==> src/hw/icc_regs.svh <==
`ifndef ICC_REGS_SVH
`define ICC_REGS_SVH

// Register indices; the byte address on the bus is four times the index
`define ICC_IDX_PAGE 10'h091
`define ICC_IDX_CTL0 10'h092
`define ICC_IDX_CTL1 10'h093
`define ICC_IDX_ISTAT 10'h0a0
`define ICC_IDX_IMASK 10'h0a1

// Field positions
`define ICC_EN_LSB 4
`define ICC_FLAG_LSB 0
`define ICC_SEL_LSB 0
`define ICC_PAGE_LSB 0
`define ICC_CAP_PAGE 2'h0

// Reset values
`define ICC_RST_PAGE 2'h0
`define ICC_RST_EN 3'h0
`define ICC_RST_FLAG 3'h0
`define ICC_RST_SEL 6'h00
`define ICC_RST_IRQ 3'h0

// AXI responses
`define ICC_RESP_OKAY 2'h0
`define ICC_RESP_DECERR 2'h3

`endif

==> src/hw/icc_pkg.sv <==
`default_nettype none
package icc_pkg;

  typedef enum logic [1:0] {
    ICC_EDGE_FALL = 2'h0,
    ICC_EDGE_RISE = 2'h1,
    ICC_EDGE_BOTH = 2'h2,
    ICC_EDGE_RSVD = 2'h3
  } icc_edge_t;

  typedef enum logic [1:0] {
    ICC_CH_IDLE = 2'b01,
    ICC_CH_RESP = 2'b10
  } icc_chan_t;

  typedef enum logic [2:0] {
    ICC_REG_NONE,
    ICC_REG_OFFPG,
    ICC_REG_PAGE,
    ICC_REG_CTL0,
    ICC_REG_CTL1,
    ICC_REG_ISTAT,
    ICC_REG_IMASK
  } icc_reg_t;

  typedef struct packed {
    logic armed;
    logic [2:0] en;
    logic [2:0] flag;
    logic [5:0] sel;
    logic [2:0] prev;
  } icc_cap_t;

  typedef struct packed {
    icc_chan_t state;
    logic aw_got;
    logic w_got;
    logic [9:0] idx;
    logic [7:0] data;
    logic strb0;
    logic awready;
    logic wready;
    logic bvalid;
    logic [1:0] bresp;
  } icc_wr_t;

  typedef struct packed {
    icc_chan_t state;
    logic arready;
    logic rvalid;
    logic [7:0] data;
    logic [1:0] rresp;
  } icc_rd_t;

  typedef struct packed {
    logic [1:0] page;
    icc_cap_t cap;
    logic [2:0] istat;
    logic [2:0] imask;
    logic irq;
    icc_wr_t wr;
    icc_rd_t rd;
  } icc_state_t;

endpackage
`default_nettype wire

==> src/hw/icc_capture_ctrl.sv <==
// Overview of operation
// - Bits 6,5,4 of the enable/flag register enable channels 2,1,0; 1 enables.
// - Hardware sets flag bits 2,1,0 when the channel's selected edge appears.
// - Flags stay set until software writes zero; hardware never clears them.
// - Edge code 00 falling, 01 rising, 10 both edges; 11 detects nothing.
// - Edge fields at bits 5:4, 3:2, 1:0 of the edge register; 11 reserved.
// - Capture registers reachable only while page select holds 0.
//
// Register access over AXI4-Lite was left to the implementer.
`timescale 1ns/1ps
`default_nettype none
`include "icc_regs.svh"

module icc_capture_ctrl
  import icc_pkg::*;
(
  // Clock and reset
  input wire logic ref_clk,
  input wire logic rst,
  // Capture pins
  input wire logic [2:0] cap_in,
  // AXI4-Lite write address
  input wire logic s_axi_awvalid,
  output logic s_axi_awready,
  input wire logic [11:0] s_axi_awaddr,
  input wire logic [2:0] s_axi_awprot,
  // AXI4-Lite write data
  input wire logic s_axi_wvalid,
  output logic s_axi_wready,
  input wire logic [31:0] s_axi_wdata,
  input wire logic [3:0] s_axi_wstrb,
  // AXI4-Lite write response
  output logic s_axi_bvalid,
  input wire logic s_axi_bready,
  output logic [1:0] s_axi_bresp,
  // AXI4-Lite read address
  input wire logic s_axi_arvalid,
  output logic s_axi_arready,
  input wire logic [11:0] s_axi_araddr,
  input wire logic [2:0] s_axi_arprot,
  // AXI4-Lite read data
  output logic s_axi_rvalid,
  input wire logic s_axi_rready,
  output logic [31:0] s_axi_rdata,
  output logic [1:0] s_axi_rresp,
  // Interrupt
  output logic irq
);

  icc_state_t st;
  icc_state_t next_st;
  logic [2:0] ev;
  logic wr_commit;
  icc_reg_t wr_reg;
  icc_reg_t rd_reg;
  logic rd_take;

  // Capture registers answer only on their own page; elsewhere they read zero
  function automatic icc_reg_t reg_decode(input logic [9:0] idx, input logic [1:0] pg);
    icc_reg_t r;
    r = ICC_REG_NONE;
    case (idx)
      `ICC_IDX_PAGE: r = ICC_REG_PAGE;
      `ICC_IDX_CTL0: r = (pg == `ICC_CAP_PAGE) ? ICC_REG_CTL0 : ICC_REG_OFFPG;
      `ICC_IDX_CTL1: r = (pg == `ICC_CAP_PAGE) ? ICC_REG_CTL1 : ICC_REG_OFFPG;
      `ICC_IDX_ISTAT: r = ICC_REG_ISTAT;
      `ICC_IDX_IMASK: r = ICC_REG_IMASK;
      default: r = ICC_REG_NONE;
    endcase
    return r;
  endfunction

  function automatic logic edge_hit(input logic [1:0] sel, input logic prev,
                                    input logic cur);
    logic h;
    h = 1'b0;
    case (icc_edge_t'(sel))
      ICC_EDGE_FALL: h = prev & ~cur;
      ICC_EDGE_RISE: h = ~prev & cur;
      ICC_EDGE_BOTH: h = prev ^ cur;
      default: h = 1'b0;
    endcase
    return h;
  endfunction

  function automatic logic [7:0] read_value(input icc_reg_t r, input icc_state_t s);
    logic [7:0] v;
    v = 8'h00;
    case (r)
      ICC_REG_PAGE: v[`ICC_PAGE_LSB +: 2] = s.page;
      ICC_REG_CTL0: begin
        v[`ICC_EN_LSB +: 3] = s.cap.en;
        v[`ICC_FLAG_LSB +: 3] = s.cap.flag;
      end
      ICC_REG_CTL1: v[`ICC_SEL_LSB +: 6] = s.cap.sel;
      ICC_REG_ISTAT: v[2:0] = s.istat;
      ICC_REG_IMASK: v[2:0] = s.imask;
      default: v = 8'h00;
    endcase
    return v;
  endfunction

  assign wr_reg = reg_decode(st.wr.idx, st.page);
  assign rd_reg = reg_decode(s_axi_araddr[11:2], st.page);
  assign wr_commit = (st.wr.state == ICC_CH_IDLE) && st.wr.aw_got && st.wr.w_got;
  assign rd_take = s_axi_arvalid && st.rd.arready;

  always_comb begin
    next_st = st;

    // The first cycle after reset only loads the pin history, so a pin that
    // is already high at release is not mistaken for an edge.
    next_st.cap.armed = 1'b1;
    next_st.cap.prev = cap_in;
    for (int i = 0; i < 3; i++) begin
      ev[i] = st.cap.armed && st.cap.en[i] &&
              edge_hit(st.cap.sel[2*i +: 2], st.cap.prev[i], cap_in[i]);
    end

    // Write channel: address and data may arrive in either order
    if (s_axi_awvalid && st.wr.awready) begin
      next_st.wr.aw_got = 1'b1;
      next_st.wr.idx = s_axi_awaddr[11:2];
    end
    if (s_axi_wvalid && st.wr.wready) begin
      next_st.wr.w_got = 1'b1;
      next_st.wr.data = s_axi_wdata[7:0];
      next_st.wr.strb0 = s_axi_wstrb[0];
    end

    case (st.wr.state)
      ICC_CH_IDLE: begin
        if (wr_commit) begin
          next_st.wr.state = ICC_CH_RESP;
          next_st.wr.aw_got = 1'b0;
          next_st.wr.w_got = 1'b0;
          next_st.wr.bvalid = 1'b1;
          next_st.wr.bresp = (wr_reg == ICC_REG_NONE) ? `ICC_RESP_DECERR
                                                      : `ICC_RESP_OKAY;
          if (st.wr.strb0) begin
            case (wr_reg)
              ICC_REG_PAGE: next_st.page = st.wr.data[`ICC_PAGE_LSB +: 2];
              ICC_REG_CTL0: begin
                next_st.cap.en = st.wr.data[`ICC_EN_LSB +: 3];
                // Zero clears flag; writing one leaves it alone
                next_st.cap.flag = st.cap.flag & st.wr.data[`ICC_FLAG_LSB +: 3];
              end
              ICC_REG_CTL1: next_st.cap.sel = st.wr.data[`ICC_SEL_LSB +: 6];
              ICC_REG_IMASK: next_st.imask = st.wr.data[2:0];
              default: next_st.page = st.page;
            endcase
          end
        end
      end
      ICC_CH_RESP: begin
        if (s_axi_bready) begin
          next_st.wr.state = ICC_CH_IDLE;
          next_st.wr.bvalid = 1'b0;
        end
      end
      default: begin
        next_st.wr.state = ICC_CH_IDLE;
        next_st.wr.bvalid = 1'b0;
      end
    endcase
    next_st.wr.awready = !next_st.wr.aw_got && (next_st.wr.state == ICC_CH_IDLE);
    next_st.wr.wready = !next_st.wr.w_got && (next_st.wr.state == ICC_CH_IDLE);

    // Read channel; the status register is cleared by the read that takes it
    case (st.rd.state)
      ICC_CH_IDLE: begin
        if (rd_take) begin
          next_st.rd.state = ICC_CH_RESP;
          next_st.rd.rvalid = 1'b1;
          next_st.rd.data = read_value(rd_reg, st);
          next_st.rd.rresp = (rd_reg == ICC_REG_NONE) ? `ICC_RESP_DECERR
                                                      : `ICC_RESP_OKAY;
          if (rd_reg == ICC_REG_ISTAT) begin
            next_st.istat = 3'h0;
          end
        end
      end
      ICC_CH_RESP: begin
        if (s_axi_rready) begin
          next_st.rd.state = ICC_CH_IDLE;
          next_st.rd.rvalid = 1'b0;
        end
      end
      default: begin
        next_st.rd.state = ICC_CH_IDLE;
        next_st.rd.rvalid = 1'b0;
      end
    endcase
    next_st.rd.arready = (next_st.rd.state == ICC_CH_IDLE);

    // Set wins over a clear in the same cycle
    next_st.cap.flag = next_st.cap.flag | ev;
    next_st.istat = next_st.istat | ev;
    next_st.irq = |(next_st.istat & next_st.imask);
  end

  always_ff @(posedge ref_clk or posedge rst) begin
    if (rst) begin
      st.page <= `ICC_RST_PAGE;
      st.cap.armed <= 1'b0;
      st.cap.en <= `ICC_RST_EN;
      st.cap.flag <= `ICC_RST_FLAG;
      st.cap.sel <= `ICC_RST_SEL;
      st.cap.prev <= 3'h0;
      st.istat <= `ICC_RST_IRQ;
      st.imask <= `ICC_RST_IRQ;
      st.irq <= 1'b0;
      st.wr.state <= ICC_CH_IDLE;
      st.wr.aw_got <= 1'b0;
      st.wr.w_got <= 1'b0;
      st.wr.idx <= 10'h000;
      st.wr.data <= 8'h00;
      st.wr.strb0 <= 1'b0;
      st.wr.awready <= 1'b0;
      st.wr.wready <= 1'b0;
      st.wr.bvalid <= 1'b0;
      st.wr.bresp <= `ICC_RESP_OKAY;
      st.rd.state <= ICC_CH_IDLE;
      st.rd.arready <= 1'b0;
      st.rd.rvalid <= 1'b0;
      st.rd.data <= 8'h00;
      st.rd.rresp <= `ICC_RESP_OKAY;
    end else begin
      st <= next_st;
    end
  end

  assign s_axi_awready = st.wr.awready;
  assign s_axi_wready = st.wr.wready;
  assign s_axi_bvalid = st.wr.bvalid;
  assign s_axi_bresp = st.wr.bresp;
  assign s_axi_arready = st.rd.arready;
  assign s_axi_rvalid = st.rd.rvalid;
  assign s_axi_rdata = {24'h00_0000, st.rd.data};
  assign s_axi_rresp = st.rd.rresp;
  assign irq = st.irq;
endmodule
`default_nettype wire

==> config.mk <==
export PLATFORM = sky130hd
export DESIGN_NAME = icc_capture_ctrl
export DESIGN_NICKNAME = d
export VERILOG_FILES = /design/src/hw/icc_pkg.sv /design/src/hw/icc_capture_ctrl.sv
export VERILOG_INCLUDE_DIRS = /design/src /design/src/hw
export SDC_FILE = /design/constraint.sdc
export NUM_CORES = 1
export LEC_CHECK = 0
export BUFFER_PORTS_ARGS = -buffer_cell sky130_fd_sc_hd__buf_2
export CORE_MARGIN = 1.5
export CORE_UTILIZATION = 50
export DETAILED_ROUTE_END_ITERATION = 7
export PLACE_DENSITY = 0.8
export SLEW_MARGIN = 25
export SYNTH_ARGS = -nofsm -noshare
export SYNTH_HDL_FRONTEND = slang
export SYNTH_SLANG_ARGS = --single-unit
==> constraint.sdc <==
create_clock -name ref_clk -period 2.8 [get_ports ref_clk]
set_input_delay 0.28 -clock ref_clk [delete_from_list [all_inputs] [get_ports ref_clk]]
set_output_delay 0.28 -clock ref_clk [all_outputs]
set_load 0.01 [all_outputs]
== Word-level counts from Yosys, hierarchy flattened ==
Index checks and enable logic that the tools add are counted.
Storage, ports and cells
  flip-flop bits (word level): 65
  bits of input ports: 76
  output and inout bits: 42
  word-level logic and storage cells: 148
Cells by class
  equality and inequality tests: 35
  muxes and demuxes: 41
  bitwise logic cells: 19
  reduce and logical (&&, ||, !) cells: 29
Operators by type and width (number)
  $eq A10 B8 Y1 const B: 10
  $mux W3: 10
  $pmux W3 S5: 2
  $mux W9: 3
  $eq A3 B3 Y1 const B: 5
  $eq A2 B1 Y1 const B: 7
  $mux W2: 7
  $logic_and A1 B1 Y1: 13
  $eq A3 B2 Y1 const B: 4
  $pmux W2 S2: 3
  $reduce_and A4 Y1: 3
  $mux W11: 1
  $eq A2 B2 Y1 const B: 5
  $pmux W2 S5: 1
  $pmux W1 S3: 3
  $logic_not A2 Y1: 4
  $ne A2 B2 Y1 const B: 4
  $reduce_and A2 Y1: 4
  $and A1 B1 Y1: 6
  $and A3 B3 Y3: 2
  $logic_not A3 Y1: 2
  $mux W1: 6
  $mux W6: 1
  $not A1 Y1: 6
  other kinds (7): 12

== Longest topological paths before layout ==
Gate-level depths: netlist (run 1).
  word-level depth: 10
  mapped depth: 8
  depth with buffers taken out: 7

== Worst setup path before layout (run 1) ==
OpenSTA, ideal clock, no wires.
  path type: register -> register
  start: reg st[34] (netlist bit)
  end: reg irq (netlist name)
  library setup time: 0.086 ns
  arrival: 2.157 ns
  data required time: 2.714 ns
  path slack: 0.557 ns
  cell stages (with the launch flop): 6
  buffers on the path: 0
  clock period less this slack: 2.243 ns
  path through: dfrtp_1 -> or4b_4 -> or4_4 -> or4b_4 -> a2bb2o_4 -> o221ai_2
RTL lines
  from (decl): line icc_capture_ctrl.sv:50  | icc_state_t st;

==> results of run 1 <==
## Yosys cell counts (3+ instances only)
cell / number / area (um^2)
sky130_fd_sc_hd__inv_1: 18 / 67.56
sky130_fd_sc_hd__a21o_1: 4 / 30.03
sky130_fd_sc_hd__or2_2: 4 / 25.02
sky130_fd_sc_hd__o21ai_1: 3 / 15.01
sky130_fd_sc_hd__ha_1: 10 / 125.1
sky130_fd_sc_hd__a22o_1: 4 / 35.03
sky130_fd_sc_hd__buf_4: 36 / 270.3
sky130_fd_sc_hd__dfrtp_1: 61 / 1526
sky130_fd_sc_hd__a21oi_1: 14 / 70.07
sky130_fd_sc_hd__nand2b_1: 11 / 68.82
sky130_fd_sc_hd__nand2_1: 23 / 86.33
sky130_fd_sc_hd__o21ai_0: 13 / 65.06
sky130_fd_sc_hd__nor2_1: 12 / 45.04
sky130_fd_sc_hd__nor4b_1: 3 / 26.28
sky130_fd_sc_hd__mux2_1: 11 / 123.9
sky130_fd_sc_hd__mux2_2: 19 / 214.0
sky130_fd_sc_hd__mux2i_1: 5 / 50.05
sky130_fd_sc_hd__nand3b_1: 3 / 22.52
sky130_fd_sc_hd__nor2b_1: 5 / 31.28
sky130_fd_sc_hd__clkbuf_1: 4 / 15.01
## path summary, 6_finish.rpt
kind	start	end	slack, ns	cells past startpoint
worst max-delay path	st[34]	irq	0.32	5
max in group asynchronous	rst	st[12]	1.62	4
min in group asynchronous	rst	st[24]	0.47	3
worst min-delay path	cap_in[2]	st[51]	0.08	1
worst max register to register	st[34]	irq	0.32	5
worst min register to register	s_axi_rdata[1]	s_axi_rdata[1]	0.48	2
## through the flow
| stage | worst slack, ns | cell area (um^2) |
|---|---|---|
| 3_5_place_dp | 0.3772 | 3458 |
| 4_1_cts | 0.3342 | 3643 |
| 6_report | 0.3178 | 3643 |
| 5_1_grt | 0.1675 | 3643 |
| 2_1_floorplan | 0.5574 | 3354 |
| 3_3_place_gp | 0.4215 | 3458 |
## timing repair
| action | in CTS | in global routing |
|---|---|---|
| endpoints found under the setup margin | 0 | 0 |
| hold endpoints to repair | 15 | 0 |
| hold buffers | 1 | 0 |
## final cells by class
cell class	instances	area, um^2	area share, %
Clock buffer	12	155.1	4.258
Clock inverter	4	20.02	0.5495
Inverter	18	67.56	1.854
Multi-Input combinational cell	202	1423	39.05
Sequential cell	63	1579	43.34
Tap cell	77	96.34	2.644
Timing Repair Buffer	58	302.8	8.310
## critical path: cells and delay by family (launching register included)
kind / cells / cell delay, ns
AOI/OAI and AO/OA: 1 / 0.15
DFF: 1 / 0.38
and+or+nand+nor: 3 / 1.46
muxes: 1 / 0.36
## layer usage
metal,track usage (%),vias to the layer above,wire [um]
met5,0,-,0
met4,5.067,0,40
met3,8.012,4,424
met2,28.89,76,2709
met1,21.89,1069,2504
li1,-,1081,-
## where the power goes
part	internal [W]	switching [W]
clock	0.000363	0.000329
combinational	0.000409	0.000410
sequential	0.00116	0.000190
total	0.00193	0.000930
## logic make-up (layout without fill, tap and decap cells)
family          Yosys count  after routing  share of synthesized area (%)
mux                      35             35                          11.88
other cells               2             26                         0.2301
compound gates           51             51                          10.50
buf+inv                  58             92                          10.81
flops                    63             63                          48.37
fa+ha+maj                10             10                          3.833
simple gates             80             80                          14.37
==> impl_metrics.toml, run 1 <==
[run]
drv_cap = 0

[timing]
grt_setup_unrepaired = "no"
totalNegativeSetupSlack_ns = 0
finalMaxSlewViolations = 0
finalHoldWorstSlack_ns = 0.08219
final.min_clock_period_ns = 2.482
finalHoldViolations = 0
worst_tran_pin_value_ns = 0.6096
slew_headroom_pct = 58.79
timing.clock.skew_ns = 0.005196
timing.final.setup_violations = 0
min_period_over_period_pct = 88.65
maxClockFrequency_mhz = 402.9

[floorplanning]
io-pin-count = 118
die_width_um = 83.80
die-area_mm2 = 0.007022
floorplan.core_area_mm2 = 0.006314
row_count = 29
initial_standard_cell_utilization_of_the_core_pct = 51.70
die_height_um = 83.80

[layout]
top_register = "st"
fin_cells = 434
layout.cells.most_common = "sky130_fd_sc_hd__dfrtp_1"
fillers = 566
area.growth.synth_to_final_pct = 11.61
final_core_util_pct = 57.71
layout.nets = 438
n_antenna_cell = 0
layout-drive-gt1-share_pct = 29.13
commonest_cells_after_routing_fill_and_taps_aside = "sky130_fd_sc_hd__dfrtp_1 (61), sky130_fd_sc_hd__buf_2 (54), sky130_fd_sc_hd__conb_1 (26)"
number_of_flip_flops_in_the_largest_register = 48

[setup_path]
timing_worst_setup_path_type = "flop to flop"
worstSetupStartpointType = "flop"
cp_slowest_stage_delay_ns = 0.55
critPathRequiredTime_ns = 3.00
worstPathMaxFanout = 4
crit_path_cell_trace = "or4b_4 -> or4_4 -> nor3_1 -> mux2i_1 -> o221ai_2"
setup.worst_path.end_class = "flop"
critPathSlowestCell = "sky130_fd_sc_hd__or4b_4"
worstPathArrival_ns = 2.68

[routing]
wirelength_mm = 5.679
ant_nets = 0
route.detailed.vias_per_inst = 5.138
firstDrtPassIters = 4
detailroute.via_count = 2230
route.detailed.drc = 0
detailedRoute.firstIterationViolations = 55
drt-wirelength-per-cell_um = 13.09

[power_and_ir_drop]
power.static_leakage_nw = 1.824
worst_ir_drop_vdd_v = 0.0005513
power.density_cell_area_mw_per_mm2 = 786.2
total_power_w = 0.002865

[clocking]
clkTransAtPathRegs_ns = 0.07
cts_htree_levels = 3
clkLatencyLatePin_ns = 0.33
postCtsSetupBuffers = 0
cts_root_buffer = "sky130_fd_sc_hd__clkbuf_8"
clockBufferDepth = 2
clock_buffers_created_by_tritoncts = 9
clock_sinks = 63
cts-resized-gates = 0
cts_tree = "yes"

[logic_synthesis]
number_of_enable_type_register_cells_in_the_synthesized_netlist = 0
yosysWarnings = 0
count_of_state_elements_after_synthesis = 63
mappedNetlistArea_mm2 = 0.003264
mean_area_per_synthesized_cell_um2 = 10.92
netlist-cell-type-count = 47
synth-seq-area-share_pct = 48.37
async_flop_share_pct = 100.0
synth_ff_type = "sky130_fd_sc_hd__dfrtp_1"
synthCells = 299

[placement]
placed_cells = 417
numPortBuffers = 54
finalWeightedCongestion = 0.8158
place.detailed.hpwl_mm = 4.396

[global_routing]
grt_pass1_wl_mm = 9.853
gr-usage-all-layers_pct = 17.93
grt_antenna_before_repair = 0
grt_remaining_overflow = 0
largest_net_degree_at_the_start_of_global_routing = 28
via_count_of_the_first_global_routing_pass = 2176

[run_status]
outcome = "completed"

[hold_path]
hold_class = "primary input to flop"
Note: power is estimated with default switching activity, not from simulation.
==> inputs of run 2 (changes only) <==
CELL_PAD_IN_SITES_DETAIL_PLACEMENT = 0   (was not set)
CELL_PAD_IN_SITES_GLOBAL_PLACEMENT = 2   (was not set)
CORE_UTILIZATION = 30   (was 50)
PLACE_DENSITY = not set   (was 0.8)
PLACE_DENSITY_LB_ADDON = 0.1   (was not set)
==> run 2 against run 1 <==
Against the previous run:
- clock skew rose by 0.0051 ns
- via count fell by 3.0%
- first-iteration DRC count fell by 24%
- worst hold slack got worse by 0.012 ns
- wire length rose by 13%
- power rose by 5.5%
- largest power group unchanged
- clock power rose by 24%
- sequential power barely moved
==> impl_metrics.toml, run 2 (synthesis gave the netlist of run 1 again) <==
[setup_path]
worstPathBufferInverterCount = 0
setup.worst_path.end_class = "flop"
critical-path-top-delay-family = "simple AND/OR/NAND/NOR gates"
worstPathArrival_ns = 2.64
worstSetupStartpointType = "flop"
reg2reg_setup_slack_ns = 0.36
critPathSlowestCell = "sky130_fd_sc_hd__or4b_4"
timing_worst_setup_path_type = "flop to flop"
crit_path_cell_trace = "or4b_4 -> or4_4 -> nor3_1 -> mux2i_1 -> o221ai_2"
critPathRequiredTime_ns = 3.00
worstPathMaxFanout = 4
cp_slowest_stage_delay_ns = 0.56

[placement]
finalWeightedCongestion = 0.7071
numPortBuffers = 54
dpl-instance-area_mm2 = 0.003532
place.detailed.hpwl_mm = 4.982
placed_cells = 476

[routing]
route.detailed.vias_per_inst = 4.396
wirelength_mm = 6.430
route.detailed.drc = 0
detailroute.via_count = 2163
ant_nets = 0
drt-wirelength-per-cell_um = 13.07
detailedRoute.firstIterationViolations = 42
firstDrtPassIters = 4

[clocking]
postCtsSetupBuffers = 0
clockBufferDepth = 2
cts-resized-gates = 0
clock_buffers_created_by_tritoncts = 9
cts_htree_levels = 3
post_cts_hold_buffer_count = 1
clkTransAtPathRegs_ns = 0.07
cts_tree = "yes"
clkLatencyLatePin_ns = 0.34
cts_root_buffer = "sky130_fd_sc_hd__clkbuf_8"
clock_sinks = 63

[global_routing]
largest_net_degree_at_the_start_of_global_routing = 30
via_count_of_the_first_global_routing_pass = 2069
grt_pass1_wl_mm = 10.56
grt_remaining_overflow = 0
grt_antenna_before_repair = 0
gr-usage-all-layers_pct = 12.15

[hold_path]
hold_class = "primary input to flop"

[timing]
finalHoldWorstSlack_ns = 0.07057
timing.final.setup_violations = 0
finalMaxSlewViolations = 0
totalNegativeSetupSlack_ns = 0
finalHoldViolations = 0
timing.clock.skew_ns = 0.01029
worst_tran_pin_value_ns = 0.6299
grt_setup_unrepaired = "no"
maxClockFrequency_mhz = 410.1
slew_headroom_pct = 57.41
final.min_clock_period_ns = 2.438
min_period_over_period_pct = 87.08

[floorplanning]
die-area_mm2 = 0.01152
die_height_um = 107.3
row_count = 37
io-pin-count = 118
initial_standard_cell_utilization_of_the_core_pct = 31.20
floorplan.core_area_mm2 = 0.01046
die_width_um = 107.3

[layout]
number_of_flip_flops_in_the_largest_register = 48
fillers = 1101
layout.nets = 438
commonest_cells_after_routing_fill_and_taps_aside = "sky130_fd_sc_hd__dfrtp_1 (61), sky130_fd_sc_hd__buf_2 (54), sky130_fd_sc_hd__conb_1 (26)"
layout-drive-gt1-share_pct = 28.93
fin_cells = 492
n_antenna_cell = 0
top_register = "st"
layout.cells.most_common = "sky130_fd_sc_hd__dfrtp_1"
area.growth.synth_to_final_pct = 14.99
design_area_mm2 = 0.003754

[power_and_ir_drop]
power.static_leakage_nw = 1.838
power.density_cell_area_mw_per_mm2 = 805.5
total_power_w = 0.003023
worst_ir_drop_vdd_v = 0.0003100

[run]
drv_cap = 0

[run_status]
outcome = "completed"
## run 2: worst paths after layout
path	start	end	depth (start not counted)
max	st[34]	irq	5
min	cap_in[2]	st[51]	1
max reg2reg	st[34]	irq	5
min reg2reg	s_axi_rdata[4]	s_axi_rdata[4]	2
max in group asynchronous	rst	st[66]	4
min in group asynchronous	rst	s_axi_rdata[4]	3
## run 2: through the flow
step	util, %	worst slack, ns
2_1_floorplan	-	0.5574
3_3_place_gp	33.76	0.3524
3_5_place_dp	33.76	0.3696
4_1_cts	35.88	0.3328
5_1_grt	35.88	0.2144
6_report	35.88	0.3616
## run 2: layout make-up
class                   instances  area [um^2]  area share, %
clock buffers                  11        141.4          3.767
clock inverters                 4        70.07          1.867
inverters                      18        67.56          1.800
multi-input cells             202         1423          37.90
flip-flops and latches         63         1579          42.07
well taps                     136        170.2          4.533
repair buffers                 58        302.8          8.067
## run 2: layer usage
| metal | wire length [um] | vias to the layer above | global-route usage [%] | share of wire, % |
|---|---|---|---|---|
| met4 | 116 | 0 | 6.000 | 1.8 |
| met1 | 3142 | 1009 | 16.71 | 49 |
| met5 | 0 | - | 0 | 0 |
| met3 | 342 | 11 | 2.845 | 5.3 |
| met2 | 2829 | 65 | 17.83 | 44 |
| li1 | - | 1078 | - | - |
## run 2: power breakdown
group	switching [W]	internal (W)
registers	0.000191	0.00116
clock network	0.000340	0.000518
logic	0.000405	0.000408
